**src/logic/pcr_pkg.sv**
```systemverilog
// constants for the pacing rate controller
//
// Overview of operation
// auto gain raises gain one step if 90% max sensor rate lacks 1 hour weekly.
// auto gain lowers gain one step after 1 hour at 90% within 24 hours.
// activity at or below the sensor threshold has no effect on sensor rate.
// sensor rate is clamped to max sensor rate, also the auto gain reference.
// pacing rate follows sensor rate by at most the increase or decrease step per cycle.
// rate smoothing is always on; fading and stabilization are selectable.
// fading steps smooth night changes, mode switch entry/exit, post switch and post shock ends.
// after four consecutive atrial senses the backup target becomes atrial rate minus 10 bpm.
// premature atrial sense or atrial pace resets backup target to basic or sensor rate.
// with fading on, a background backup rate is kept and paced at when rate falls.
// backup rate rises 1, 2, 4, 8 bpm or falls 0.1, 0.2, 0.5, 1.0 bpm per cycle.
// stabilized mode switch targets sensor or basic rate; ventricle paces at backup rate.
// four consecutive faster intrinsic cycles are needed before pacing aligns to intrinsic rhythm.
// isolated senses leave the stabilization target alone; four in a row activate it.
// every sense or pace starts the basic interval; expiry without sense delivers a pace.
// a sense after refractory suppresses the pace and restarts; refractory senses do not.
// fixed rate ventricular and dual chamber modes ignore senses for inhibit and restart.
// atrial controlled modes restart on atrial events, dual ones also on a premature ventricular beat.
// ventricular controlled modes restart on any ventricular sensed or paced event.
// night function swaps basic and hysteresis rates to night values between start and end.
// with rate adaptation on, the night raises the sensor threshold one increment.
// at night end the daytime basic rate returns through a smoothed transition.
// step limits apply once per completed cycle; the rate then sets the interval timer.
// sensor rate is basic rate plus above-threshold activity times gain, before clamping.
package pcr_pkg;
	// clock and time base
	localparam int unsigned CORE_CLK_HZ = 50_000_000;
	localparam int unsigned TICK_MS = 1;
	localparam int unsigned MS_PER_S = 1000;
	localparam int unsigned CYC_PER_MS_DFLT = CORE_CLK_HZ / MS_PER_S * TICK_MS;
	localparam int unsigned S_PER_MIN = 60;
	localparam int unsigned MIN_PER_DAY = 1440;
	localparam int unsigned HOUR_S = 3600;
	localparam int unsigned DAY_S = 86400;
	localparam int unsigned WEEK_S = 604800;
	// rates are in tenths of a bpm; interval numerator is 60000 ms times ten
	localparam logic [19:0] INTERVAL_NUM = 20'h927C0;
	localparam logic [11:0] TARGET_OFFSET = 12'h064;
	localparam logic [3:0] GAIN_MIN = 4'h1;
	localparam logic [3:0] GAIN_MAX = 4'hF;
	localparam logic [2:0] RUN_LEN = 3'h4;
	// register offsets
	localparam logic [7:0] REG_CTRL = 8'h00;
	localparam logic [7:0] REG_RATES = 8'h04;
	localparam logic [7:0] REG_SENSOR = 8'h08;
	localparam logic [7:0] REG_STEPS = 8'h0C;
	localparam logic [7:0] REG_NIGHT = 8'h10;
	localparam logic [7:0] REG_REFR = 8'h14;
	localparam logic [7:0] REG_TOD = 8'h18;
	localparam logic [7:0] REG_STAT = 8'h1C;
	localparam logic [7:0] REG_STAT2 = 8'h20;
	localparam logic [7:0] REG_HYST = 8'h24;
	// mode codes in CTRL[7:5]
	localparam logic [2:0] MODE_VENT = 3'h0;
	localparam logic [2:0] MODE_ATRIAL = 3'h1;
	localparam logic [2:0] MODE_DUAL = 3'h2;
	localparam logic [2:0] MODE_FIXED_RATE_VENTRICULAR = 3'h3;
	localparam logic [2:0] MODE_FIXED_RATE_DUAL_CHAMBER = 3'h4;
	// values after reset
	localparam logic [11:0] BASIC_RST = 12'h258;
	localparam logic [11:0] NIGHT_RATE_RST = 12'h1F4;
	localparam logic [11:0] MSR_RST = 12'h4B0;
	localparam logic [7:0] THR_RST = 8'h08;
	localparam logic [3:0] GAIN_RST = 4'h4;
	localparam logic [7:0] SINC_RST = 8'h14;
	localparam logic [7:0] SDEC_RST = 8'h05;
	localparam logic [9:0] REFR_RST = 10'h0FA;
	localparam logic [10:0] NSTART_RST = 11'h528;
	localparam logic [10:0] NEND_RST = 11'h168;
endpackage

```
**src/logic/pcr_rate_ctrl.sv**
```systemverilog
// pacing rate controller: sensor rate, step limits, fading backup rate, basic interval timer
//
// Chosen here: the address-and-strobe port and the address map.
`timescale 1ns/1ps
module pcr_rate_ctrl import pcr_pkg::*; #(
	parameter int unsigned CYC_PER_MS = CYC_PER_MS_DFLT
) (
	// clock and reset
	input wire logic CORE_CLK,
	input wire logic RST_B,
	// register port
	input wire logic [7:0] ADDR,
	input wire logic [31:0] WDATA,
	input wire logic WR,
	input wire logic RD,
	output logic [31:0] RDATA,
	// detector and accelerometer pins
	input wire logic ATRIAL_SENSED_EVENT,
	input wire logic ATRIAL_PREMATURE_EVENT,
	input wire logic VENT_SENSED_EVENT,
	input wire logic PREMATURE_VENT_EVENT,
	input wire logic MODE_SWITCH_ACTIVE,
	input wire logic POST_MODE_SWITCH_ACTIVE,
	input wire logic POST_SHOCK_ACTIVE,
	input wire logic [7:0] ACTIVITY_LEVEL,
	// pacing outputs
	output logic ATRIAL_PACED_EVENT,
	output logic VENT_PACED_EVENT,
	output logic NIGHT_ACTIVE
);
	typedef enum logic {DIV_IDLE, DIV_RUN} pcr_div_e;

	typedef struct packed {
		logic [2:0] as_s;
		logic [2:0] aes_s;
		logic [2:0] vs_s;
		logic [2:0] pvc_s;
		logic [2:0] msw_s;
		logic [2:0] pms_s;
		logic [2:0] psh_s;
		logic [7:0] act_m;
		logic [7:0] act_s;
		logic ra_en;
		logic ag_en;
		logic fade_en;
		logic stab_en;
		logic night_en;
		logic [2:0] mode;
		logic [11:0] basic;
		logic [11:0] night_rate;
		logic [11:0] hyst;
		logic [11:0] night_hyst;
		logic [11:0] msr;
		logic [7:0] thr;
		logic [3:0] gain;
		logic [7:0] s_inc;
		logic [7:0] s_dec;
		logic [1:0] f_inc;
		logic [1:0] f_dec;
		logic [10:0] n_start;
		logic [10:0] n_end;
		logic [9:0] refr;
		logic [19:0] cyc_cnt;
		logic [9:0] ms_cnt;
		logic [5:0] sec_cnt;
		logic [10:0] tod;
		logic [16:0] day_s;
		logic [19:0] week_s;
		logic [11:0] hi_day;
		logic [11:0] hi_week;
		logic night;
		logic smooth;
		logic last_sensed;
		logic [2:0] run_cnt;
		logic [11:0] rate;
		logic [11:0] backup;
		logic [11:0] target;
		logic [11:0] atr_rate;
		logic [11:0] atr_ms;
		logic [19:0] acc;
		logic [9:0] since;
		pcr_div_e div_st;
		logic [4:0] div_cnt;
		logic [19:0] div_rem;
		logic [19:0] div_quo;
		logic [11:0] div_dvs;
		logic pace_a;
		logic pace_v;
		logic [31:0] rdata;
	} pcr_state_s;

	pcr_state_s st_q;
	pcr_state_s st_d;

	// rising edge of a synchronised pin, looking only at the second and third stage
	function automatic logic rise(input logic [2:0] s);
		return s[1] & ~s[2];
	endfunction

	function automatic logic falls(input logic [2:0] s);
		return ~s[1] & s[2];
	endfunction

	// move cur toward tgt by at most up or dn
	function automatic logic [11:0] step_to(input logic [11:0] cur, input logic [11:0] tgt,
			input logic [7:0] up, input logic [7:0] dn);
		logic [12:0] sum;
		sum = {1'b0, cur} + {5'h00, up};
		if (tgt > cur) begin
			return (sum >= {1'b0, tgt}) ? tgt : sum[11:0];
		end else if (cur - tgt > {4'h0, dn}) begin
			return cur - {4'h0, dn};
		end
		return tgt;
	endfunction

	// fading increase 1, 2, 4, 8 bpm and decrease 0.1, 0.2, 0.5, 1.0 bpm
	function automatic logic [7:0] fade_step(input logic [1:0] sel, input logic up);
		unique case (sel)
			2'h0: return up ? 8'h0A : 8'h01;
			2'h1: return up ? 8'h14 : 8'h02;
			2'h2: return up ? 8'h28 : 8'h05;
			2'h3: return up ? 8'h50 : 8'h0A;
		endcase
	endfunction

	always_comb begin
		logic tick_ms;
		logic tick_s;
		logic tick_min;
		logic in_win;
		logic night_now;
		logic as_e;
		logic aes_e;
		logic vs_e;
		logic pvc_e;
		logic msw;
		logic ms_stab;
		logic async_m;
		logic atrial_ctl;
		logic sense_ev;
		logic sense_ok;
		logic expire;
		logic hi;
		logic [7:0] thr_eff;
		logic [7:0] over;
		logic [11:0] prod;
		logic [12:0] raw;
		logic [11:0] base;
		logic [11:0] hyst_eff;
		logic [11:0] sens;
		logic [11:0] tgt_rate;
		logic [11:0] esc;
		logic [7:0] up;
		logic [7:0] dn;
		logic [20:0] acc_sum;
		logic [19:0] rem_sh;
		tick_ms = 1'b0;
		tick_s = 1'b0;
		tick_min = 1'b0;
		in_win = 1'b0;
		night_now = 1'b0;
		as_e = 1'b0;
		aes_e = 1'b0;
		vs_e = 1'b0;
		pvc_e = 1'b0;
		msw = 1'b0;
		ms_stab = 1'b0;
		async_m = 1'b0;
		atrial_ctl = 1'b0;
		sense_ev = 1'b0;
		sense_ok = 1'b0;
		expire = 1'b0;
		hi = 1'b0;
		thr_eff = '0;
		over = '0;
		prod = '0;
		raw = '0;
		base = '0;
		hyst_eff = '0;
		sens = '0;
		tgt_rate = '0;
		esc = '0;
		up = '0;
		dn = '0;
		acc_sum = '0;
		rem_sh = '0;
		st_d = st_q;
		st_d.pace_a = 1'b0;
		st_d.pace_v = 1'b0;

		// pins pass two flip-flops, the third stage only feeds edge detection
		st_d.as_s = {st_q.as_s[1:0], ATRIAL_SENSED_EVENT};
		st_d.aes_s = {st_q.aes_s[1:0], ATRIAL_PREMATURE_EVENT};
		st_d.vs_s = {st_q.vs_s[1:0], VENT_SENSED_EVENT};
		st_d.pvc_s = {st_q.pvc_s[1:0], PREMATURE_VENT_EVENT};
		st_d.msw_s = {st_q.msw_s[1:0], MODE_SWITCH_ACTIVE};
		st_d.pms_s = {st_q.pms_s[1:0], POST_MODE_SWITCH_ACTIVE};
		st_d.psh_s = {st_q.psh_s[1:0], POST_SHOCK_ACTIVE};
		st_d.act_m = ACTIVITY_LEVEL;
		st_d.act_s = st_q.act_m;
		as_e = rise(st_q.as_s);
		aes_e = rise(st_q.aes_s);
		vs_e = rise(st_q.vs_s);
		pvc_e = rise(st_q.pvc_s);
		msw = st_q.msw_s[1];

		// time base: ms, s, minute of day
		tick_ms = (st_q.cyc_cnt == 20'(CYC_PER_MS - 1));
		tick_s = tick_ms && (st_q.ms_cnt == 10'(MS_PER_S - 1));
		tick_min = tick_s && (st_q.sec_cnt == 6'(S_PER_MIN - 1));
		st_d.cyc_cnt = tick_ms ? '0 : st_q.cyc_cnt + 20'h00001;
		if (tick_ms) begin
			st_d.ms_cnt = tick_s ? '0 : st_q.ms_cnt + 10'h001;
		end
		if (tick_s) begin
			st_d.sec_cnt = tick_min ? '0 : st_q.sec_cnt + 6'h01;
		end
		if (tick_min) begin
			st_d.tod = (st_q.tod == 11'(MIN_PER_DAY - 1)) ? '0 : st_q.tod + 11'h001;
		end

		// night window may wrap past midnight
		if (st_q.n_start <= st_q.n_end) begin
			in_win = (st_q.tod >= st_q.n_start) && (st_q.tod < st_q.n_end);
		end else begin
			in_win = (st_q.tod >= st_q.n_start) || (st_q.tod < st_q.n_end);
		end
		night_now = st_q.night_en && in_win;
		st_d.night = night_now;
		base = st_q.night ? st_q.night_rate : st_q.basic;
		hyst_eff = st_q.night ? st_q.night_hyst : st_q.hyst;

		// sensor rate
		thr_eff = st_q.thr;
		if (st_q.night && st_q.ra_en && st_q.thr != 8'hFF) begin
			thr_eff = st_q.thr + 8'h01;
		end
		over = (st_q.act_s > thr_eff) ? st_q.act_s - thr_eff : 8'h00;
		prod = {4'h0, over} * {8'h00, st_q.gain};
		raw = {1'b0, base} + {1'b0, prod};
		sens = (raw > {1'b0, st_q.msr}) ? st_q.msr : raw[11:0];
		tgt_rate = st_q.ra_en ? sens : base;

		// pacing mode decode; mode switching hands control to the ventricle
		async_m = (st_q.mode == MODE_FIXED_RATE_VENTRICULAR) ||
			(st_q.mode == MODE_FIXED_RATE_DUAL_CHAMBER);
		ms_stab = msw && st_q.stab_en;
		atrial_ctl = ((st_q.mode == MODE_ATRIAL) || (st_q.mode == MODE_DUAL)) && !msw;
		if (async_m) begin
			sense_ev = 1'b0;
		end else if (atrial_ctl) begin
			sense_ev = as_e || aes_e || ((st_q.mode == MODE_DUAL) && pvc_e);
		end else begin
			sense_ev = vs_e || pvc_e;
		end
		sense_ok = sense_ev && (st_q.since >= st_q.refr);

		// escape rate: backup takes over when the pacing rate falls below it
		if (ms_stab) begin
			esc = st_q.backup;
		end else if (st_q.fade_en && st_q.backup > st_q.rate) begin
			esc = st_q.backup;
		end else begin
			esc = st_q.rate;
		end
		if (!ms_stab && st_q.last_sensed && hyst_eff != 12'h000 && hyst_eff < esc) begin
			esc = hyst_eff;
		end

		// phase accumulator replaces a rate-to-interval divider
		acc_sum = {1'b0, st_q.acc} + {9'h000, esc};
		expire = tick_ms && (acc_sum >= {1'b0, INTERVAL_NUM});
		if (tick_ms) begin
			st_d.acc = acc_sum[19:0];
			st_d.since = (st_q.since == 10'h3FF) ? st_q.since : st_q.since + 10'h001;
			st_d.atr_ms = (st_q.atr_ms == 12'hFFF) ? st_q.atr_ms : st_q.atr_ms + 12'h001;
		end

		if (sense_ok || expire) begin
			// a valid sense in the same cycle as expiry wins and suppresses the pace
			st_d.acc = '0;
			st_d.since = '0;
			st_d.last_sensed = sense_ok;
			if (!sense_ok) begin
				st_d.pace_a = !async_m ? atrial_ctl :
					(st_q.mode == MODE_FIXED_RATE_DUAL_CHAMBER);
				st_d.pace_v = !atrial_ctl;
			end
			// smoothing steps use the fading settings; it can never be switched off
			up = st_q.smooth ? fade_step(st_q.f_inc, 1'b1) : st_q.s_inc;
			dn = st_q.smooth ? fade_step(st_q.f_dec, 1'b0) : st_q.s_dec;
			st_d.rate = step_to(st_q.rate, tgt_rate, up, dn);
			st_d.backup = step_to(st_q.backup, st_q.target,
				fade_step(st_q.f_inc, 1'b1), fade_step(st_q.f_dec, 1'b0));
			if (st_q.smooth && st_d.rate == tgt_rate) begin
				st_d.smooth = 1'b0;
			end
			if (sense_ok && (as_e || vs_e)) begin
				st_d.run_cnt = (st_q.run_cnt == RUN_LEN) ? RUN_LEN : st_q.run_cnt + 3'h1;
			end else begin
				st_d.run_cnt = '0;
			end
		end

		// backup target
		if (aes_e || st_q.pace_a || ms_stab) begin
			st_d.target = tgt_rate;
			st_d.run_cnt = ms_stab ? st_d.run_cnt : '0;
		end

		// atrial rate from the last atrial sense interval, by shift and subtract
		if (as_e && sense_ok) begin
			st_d.atr_ms = '0;
			st_d.div_st = DIV_RUN;
			st_d.div_cnt = '0;
			st_d.div_rem = '0;
			st_d.div_quo = INTERVAL_NUM;
			st_d.div_dvs = (st_q.atr_ms == 12'h000) ? 12'h001 : st_q.atr_ms;
		end else if (st_q.div_st == DIV_RUN) begin
			rem_sh = {st_q.div_rem[18:0], st_q.div_quo[19]};
			if (rem_sh >= {8'h00, st_q.div_dvs}) begin
				st_d.div_rem = rem_sh - {8'h00, st_q.div_dvs};
				st_d.div_quo = {st_q.div_quo[18:0], 1'b1};
			end else begin
				st_d.div_rem = rem_sh;
				st_d.div_quo = {st_q.div_quo[18:0], 1'b0};
			end
			st_d.div_cnt = st_q.div_cnt + 5'h01;
			if (st_q.div_cnt == 5'h13) begin
				st_d.div_st = DIV_IDLE;
				st_d.atr_rate = (st_d.div_quo > 20'h00FFF) ? 12'hFFF : st_d.div_quo[11:0];
				// isolated senses are ignored until a run of four has been seen
				if (st_q.run_cnt == RUN_LEN && !ms_stab) begin
					st_d.target = (st_d.atr_rate > TARGET_OFFSET) ?
						st_d.atr_rate - TARGET_OFFSET : 12'h000;
					if (st_q.backup > st_d.atr_rate) begin
						st_d.backup = st_d.atr_rate;
					end
				end
			end
		end

		// smoothed transitions; the set wins over the clear above
		if ((night_now != st_q.night) || rise(st_q.msw_s) || falls(st_q.msw_s) ||
				falls(st_q.pms_s) || falls(st_q.psh_s)) begin
			st_d.smooth = 1'b1;
			if (st_q.night && !night_now) begin
				st_d.smooth = 1'b1;
			end
		end

		// automatic gain, judged against 90% of the maximum sensor rate
		if (tick_s) begin
			hi = (16'(st_q.rate) * 16'h000A) >= (16'(st_q.msr) * 16'h0009);
			st_d.day_s = st_q.day_s + 17'h00001;
			st_d.week_s = st_q.week_s + 20'h00001;
			if (st_q.ag_en && hi) begin
				st_d.hi_day = st_q.hi_day + 12'h001;
				st_d.hi_week = (st_q.hi_week == 12'(HOUR_S)) ? st_q.hi_week :
					st_q.hi_week + 12'h001;
			end
			if (st_q.ag_en && st_d.hi_day == 12'(HOUR_S)) begin
				st_d.gain = (st_q.gain > GAIN_MIN) ? st_q.gain - 4'h1 : st_q.gain;
				st_d.hi_day = '0;
				st_d.day_s = '0;
			end else if (st_q.day_s == 17'(DAY_S - 1)) begin
				st_d.day_s = '0;
				st_d.hi_day = '0;
			end
			if (st_q.week_s == 20'(WEEK_S - 1)) begin
				if (st_q.ag_en && st_q.hi_week < 12'(HOUR_S)) begin
					st_d.gain = (st_q.gain < GAIN_MAX) ? st_q.gain + 4'h1 : st_q.gain;
				end
				st_d.week_s = '0;
				st_d.hi_week = '0;
			end
		end

		// register writes; software overrides the automatic gain
		if (WR) begin
			unique case (ADDR)
				REG_CTRL: begin
					{st_d.mode, st_d.night_en, st_d.stab_en} = WDATA[7:3];
					{st_d.fade_en, st_d.ag_en, st_d.ra_en} = WDATA[2:0];
				end
				REG_RATES: begin
					st_d.basic = WDATA[11:0];
					st_d.night_rate = WDATA[27:16];
				end
				REG_SENSOR: begin
					st_d.msr = WDATA[11:0];
					st_d.thr = WDATA[19:12];
					st_d.gain = WDATA[23:20];
				end
				REG_STEPS: begin
					st_d.s_inc = WDATA[7:0];
					st_d.s_dec = WDATA[15:8];
					st_d.f_inc = WDATA[17:16];
					st_d.f_dec = WDATA[19:18];
				end
				REG_NIGHT: begin
					st_d.n_start = WDATA[10:0];
					st_d.n_end = WDATA[26:16];
				end
				REG_REFR: st_d.refr = WDATA[9:0];
				REG_TOD: st_d.tod = WDATA[10:0];
				REG_HYST: begin
					st_d.hyst = WDATA[11:0];
					st_d.night_hyst = WDATA[27:16];
				end
				default: begin
				end
			endcase
		end

		// read data stand only in the cycle after the strobe
		st_d.rdata = '0;
		if (RD) begin
			unique case (ADDR)
				REG_CTRL: st_d.rdata = {24'h000000, st_q.mode, st_q.night_en, st_q.stab_en,
					st_q.fade_en, st_q.ag_en, st_q.ra_en};
				REG_RATES: st_d.rdata = {4'h0, st_q.night_rate, 4'h0, st_q.basic};
				REG_SENSOR: st_d.rdata = {8'h00, st_q.gain, st_q.thr, st_q.msr};
				REG_STEPS: st_d.rdata = {12'h000, st_q.f_dec, st_q.f_inc, st_q.s_dec,
					st_q.s_inc};
				REG_NIGHT: st_d.rdata = {5'h00, st_q.n_end, 5'h00, st_q.n_start};
				REG_REFR: st_d.rdata = {22'h000000, st_q.refr};
				REG_TOD: st_d.rdata = {21'h000000, st_q.tod};
				REG_STAT: st_d.rdata = {2'h0, msw, st_q.night, st_q.backup, st_q.smooth,
					st_q.run_cnt, st_q.rate};
				REG_STAT2: st_d.rdata = {4'h0, st_q.atr_rate, 4'h0, sens};
				REG_HYST: st_d.rdata = {4'h0, st_q.night_hyst, 4'h0, st_q.hyst};
				default: st_d.rdata = '0;
			endcase
		end
	end

	always_ff @(posedge CORE_CLK) begin
		if (!RST_B) begin
			st_q <= '0;
			st_q.basic <= BASIC_RST;
			st_q.night_rate <= NIGHT_RATE_RST;
			st_q.msr <= MSR_RST;
			st_q.thr <= THR_RST;
			st_q.gain <= GAIN_RST;
			st_q.s_inc <= SINC_RST;
			st_q.s_dec <= SDEC_RST;
			st_q.refr <= REFR_RST;
			st_q.n_start <= NSTART_RST;
			st_q.n_end <= NEND_RST;
			st_q.rate <= BASIC_RST;
			st_q.backup <= BASIC_RST;
			st_q.target <= BASIC_RST;
			st_q.div_st <= DIV_IDLE;
		end else begin
			st_q <= st_d;
		end
	end

	assign RDATA = st_q.rdata;
	assign ATRIAL_PACED_EVENT = st_q.pace_a;
	assign VENT_PACED_EVENT = st_q.pace_v;
	assign NIGHT_ACTIVE = st_q.night;
endmodule

```
**config.mk**
```make
export PLATFORM = sky130hd
export DESIGN_NAME = pcr_rate_ctrl
export DESIGN_NICKNAME = d
export VERILOG_FILES = /design/src/logic/pcr_pkg.sv /design/src/logic/pcr_rate_ctrl.sv
export SDC_FILE = /design/constraint.sdc
export NUM_CORES = 2
export LEC_CHECK = 0
export ABC_AREA = 1
export BUFFER_PORTS_ARGS = -buffer_cell sky130_fd_sc_hd__buf_2
export CAP_MARGIN = 20
export CORE_MARGIN = 3
export CORE_UTILIZATION = 60
export CTS_CLUSTER_SIZE = 10
export DETAILED_ROUTE_END_ITERATION = 7
export GPL_TIMING_DRIVEN = 1
export PLACE_DENSITY = 0.81
export SETUP_SLACK_MARGIN = 0.5
export SLEW_MARGIN = 20
export SYNTH_ARGS = -nofsm -noshare
export SYNTH_HDL_FRONTEND = slang
export SYNTH_SLANG_ARGS = --single-unit
```
**constraint.sdc**
```tcl
create_clock -name CORE_CLK -period 23.4 [get_ports CORE_CLK]
set_clock_uncertainty 0.15 [all_clocks]
set_input_delay 2.34 -clock CORE_CLK [delete_from_list [all_inputs] [get_ports CORE_CLK]]
set_output_delay 2.34 -clock CORE_CLK [all_outputs]
set_load 0.01 [all_outputs]
```
==> flow_summary.ini <==
[outcome]
status = completed

[synth]
yosysTopAreaCell = dfxtp_1
synth_cells = 4466
synth-seq-area-share_pct = 29.51
synthXorXnorAreaFrac_pct = 4.360
synth_compound_area_share_pct = 20.05
synth_edf_count = 0
synth_top_area_share_pct = 29.51
ys_types = 71
synth.most_common_cell = nand2_1
synth_adder_area_share_pct = 13.88
synth_commonest_cells = nand2_1 (773), inv_1 (681), dfxtp_1 (462)
syn_area_um2 = 31340
synth.area.mux_share_pct = 0.03194
synth_seq_cells = 462
synth_warnings = 0
synth_flop_cell = dfxtp_1
yosys-top-cells-area = dfxtp_1 (30%), ha_1 (12%), nand2_1 (9.3%)
synthArstFlopShare_pct = 0
synth_top_family_by_area = simple AND/OR/NAND/NOR gates
yosys.area_share.simple_pct = 21.18
synth.avg_cell_area_um2 = 7.017

[power]
power.density_nw_per_um2 = 50.67
vdd_ir_drop_max_mv = 0.05294
p_seq_share_pct = 46.7
leakagePower_nw = 15.12
combPwrFrac_pct = 8.8
internal-power_w = 0.001265
power_frac_clock_pct = 44.5
p_switching_w = 0.0004346
switching_share_pct = 25.57

[critical_path]
startpoint_type = register
reg2reg_to = st_q[186]
cp_max_fo = 48
critical_path_class = register to register
reg2reg_slack_ps = 10260
critPathMostFrequentCell = nand2_1
reg2reg_from = st_q[427]
cp-end-kind = register
required_ps = 23690
r2r_cells = 69
max_stage_delay_ps = 780
cp.arrival_ps = 13430
slowest_stage = dfxtp_1

[route]
final_antenna_net_count = 0
dr_wl_met3_um = 11360
dr.pass1.iters = 7
m1WireLength_um = 38870
drtIter0Drc = 3688
drc = 0
via_per_inst = 5.955
wl_met2_um = 39610
wirelength_um = 96010
top_layer = met5
num_vias = 30730
wl_per_cell_um = 18.61

[sta]
period_needed_ps = 13140
setup_tns_ps = 0
slew_headroom_pct = 20.18
worst_slew_pin_slew_ps = 1167
setup_viol = 0
hold_violations = 0
final-max-slew-violation-count = 0
rsz0062_at_grt = false
fmax_mhz = 76.10
fin_crit_sh_pct = 56.16
hold_ws_ps = 253.3

[floorplanning]
start_util_pct = 60.84
coreArea_um2 = 51510
die_h_um = 234.5
die_w_um = 234.5
pin_count = 94
dieArea_um2 = 55010
fp-row-count = 83

[global_route]
gr-total-overflow = 0
grt_pass1_vias = 27677
grt_pass1_wl_um = 148300
grt_antenna_before_repair = 7
track_usage_pct = 34.16
grt_max_degree = 88

[clock_network]
cts_max_path_buffers = 3
cts_buffers = 54
cts_max_level = 2
postCtsHoldBufs = 0
cts.sinks = 462
clk_latency_ps = 620
post_cts_buffers = 0
root_buffer = clkbuf_16
path_clk_slew_ps = 60
cts_tree = yes
cts_resized = 0

[place]
dp_hpwl_um = 71530
globalplace.congestion = 1.046
post_dp_cell_area_um2 = 32040
portBuffers = 87

[layout]
drive_gt1_share_pct = 5.067
area_growth_pct = 7.051
nets = 4857
final_core_util_pct = 65.13
final_area_um2 = 33550
n_antenna_cell = 0

[min_path]
worstHoldStart = st_d[429]
worstHoldPathCells = 2
holdPathEnd = st_q[429]
hp-class = register to register

[run]
cap_violations = 0
==> placed cells by master, fill, tap and decap left out, types with 7 or more instances in the layout <==
cell,count
nand3b_1,9
nand2_2,11
a21o_1,7
a2111oi_0,7
xnor2_1,35
ha_1,298
a221oi_1,25
nand4_1,57
o21ai_1,17
o22ai_1,76
dfxtp_1,462
nor3_1,75
nor3b_1,13
o21a_1,11
clkinv_1,12
a21oi_1,413
a31oi_1,27
o21ai_0,359
buf_2,86
buf_4,29
o31ai_1,9
nor2_1,355
o21bai_1,17
nand3_1,178
xor2_1,121
o211ai_1,48
fa_1,31
clkbuf_16,54
a211oi_1,35
inv_1,680
or2_2,9
o221ai_1,9
nor4_1,37
nand2_1,773
==> per-layer routing <==
layer / vias up / global-route usage [%]
met2: 1565 / 50.73
met5: - / 0
li1: 14896 / -
met3: 403 / 9.342
met4: 8 / 17.95
met1: 13858 / 45.30
==> kinds of logic after synthesis <==
kind of cell,after synthesis
DFF,462
muxes,1
buffers and inverters,868
xor gates and xnor gates,156
AOI/OAI and AO/OA,1102
other,1
and+or+nand+nor,1547
adders and majority gates,329
==> how the worst max path moves through the flow <==
stage	start	end	cells after the start
floorplan	NIGHT_ACTIVE	st_q[186]	74
global placement	st_q[352]	st_q[186]	70
detailed placement	st_q[427]	st_q[186]	69
CTS	st_q[427]	st_q[186]	69
global route	st_q[427]	st_q[186]	69
finish	st_q[427]	st_q[186]	69
==> sequential cells by signal, summed over array words and instances, names as in the netlist <==
signal              cells
NIGHT_ACTIVE            1
ATRIAL_PACED_EVENT      1
VENT_PACED_EVENT        1
RDATA                  30
st_d                   22
st_q                  407
==> through the flow <==
stage / cells / power, W / worst slack, ps
after floorplan: 4467 / 0.0009175 / 12480
after global placement: 5093 / 0.0009518 / 10960
after detailed placement: 5093 / 0.0009545 / 10670
after CTS: 5160 / 0.001703 / 10550
after global routing: 5160 / 0.001750 / 9212
final: 5160 / 0.001700 / 10260
==> final cells by class <==
class / count / area, um2
multi-input combinational: 3137 / 18670
timing repair buffer: 116 / 659.4
sequential: 462 / 9249
inverter: 698 / 2623
fill: 4648 / 17960
clock buffer: 62 / 1401
clock inverter: 5 / 97.59
tap: 680 / 850.8
==> power groups by stage <==
stage	combinational [W]	sequential (W)	clock (W)
2_1_floorplan	0.000108	0.000810	0
3_3_place_gp	0.000141	0.000811	0
3_5_place_dp	0.000143	0.000811	0
4_1_cts	0.000145	0.000794	0.000764
5_1_grt	0.000165	0.000794	0.000790
6_report	0.000150	0.000794	0.000756
==> critical path: cells and delay by family (launching register included) <==
family	cells	cell delay (ps)
XOR/XNOR	2	430
AO/OA/AOI/OAI	16	3200
adder cells (fa/ha/maj)	9	3360
AND/OR/NAND/NOR	33	4100
flip-flops	1	780
buffers and inverters	9	920
Power figures use the tool's default switching activity.
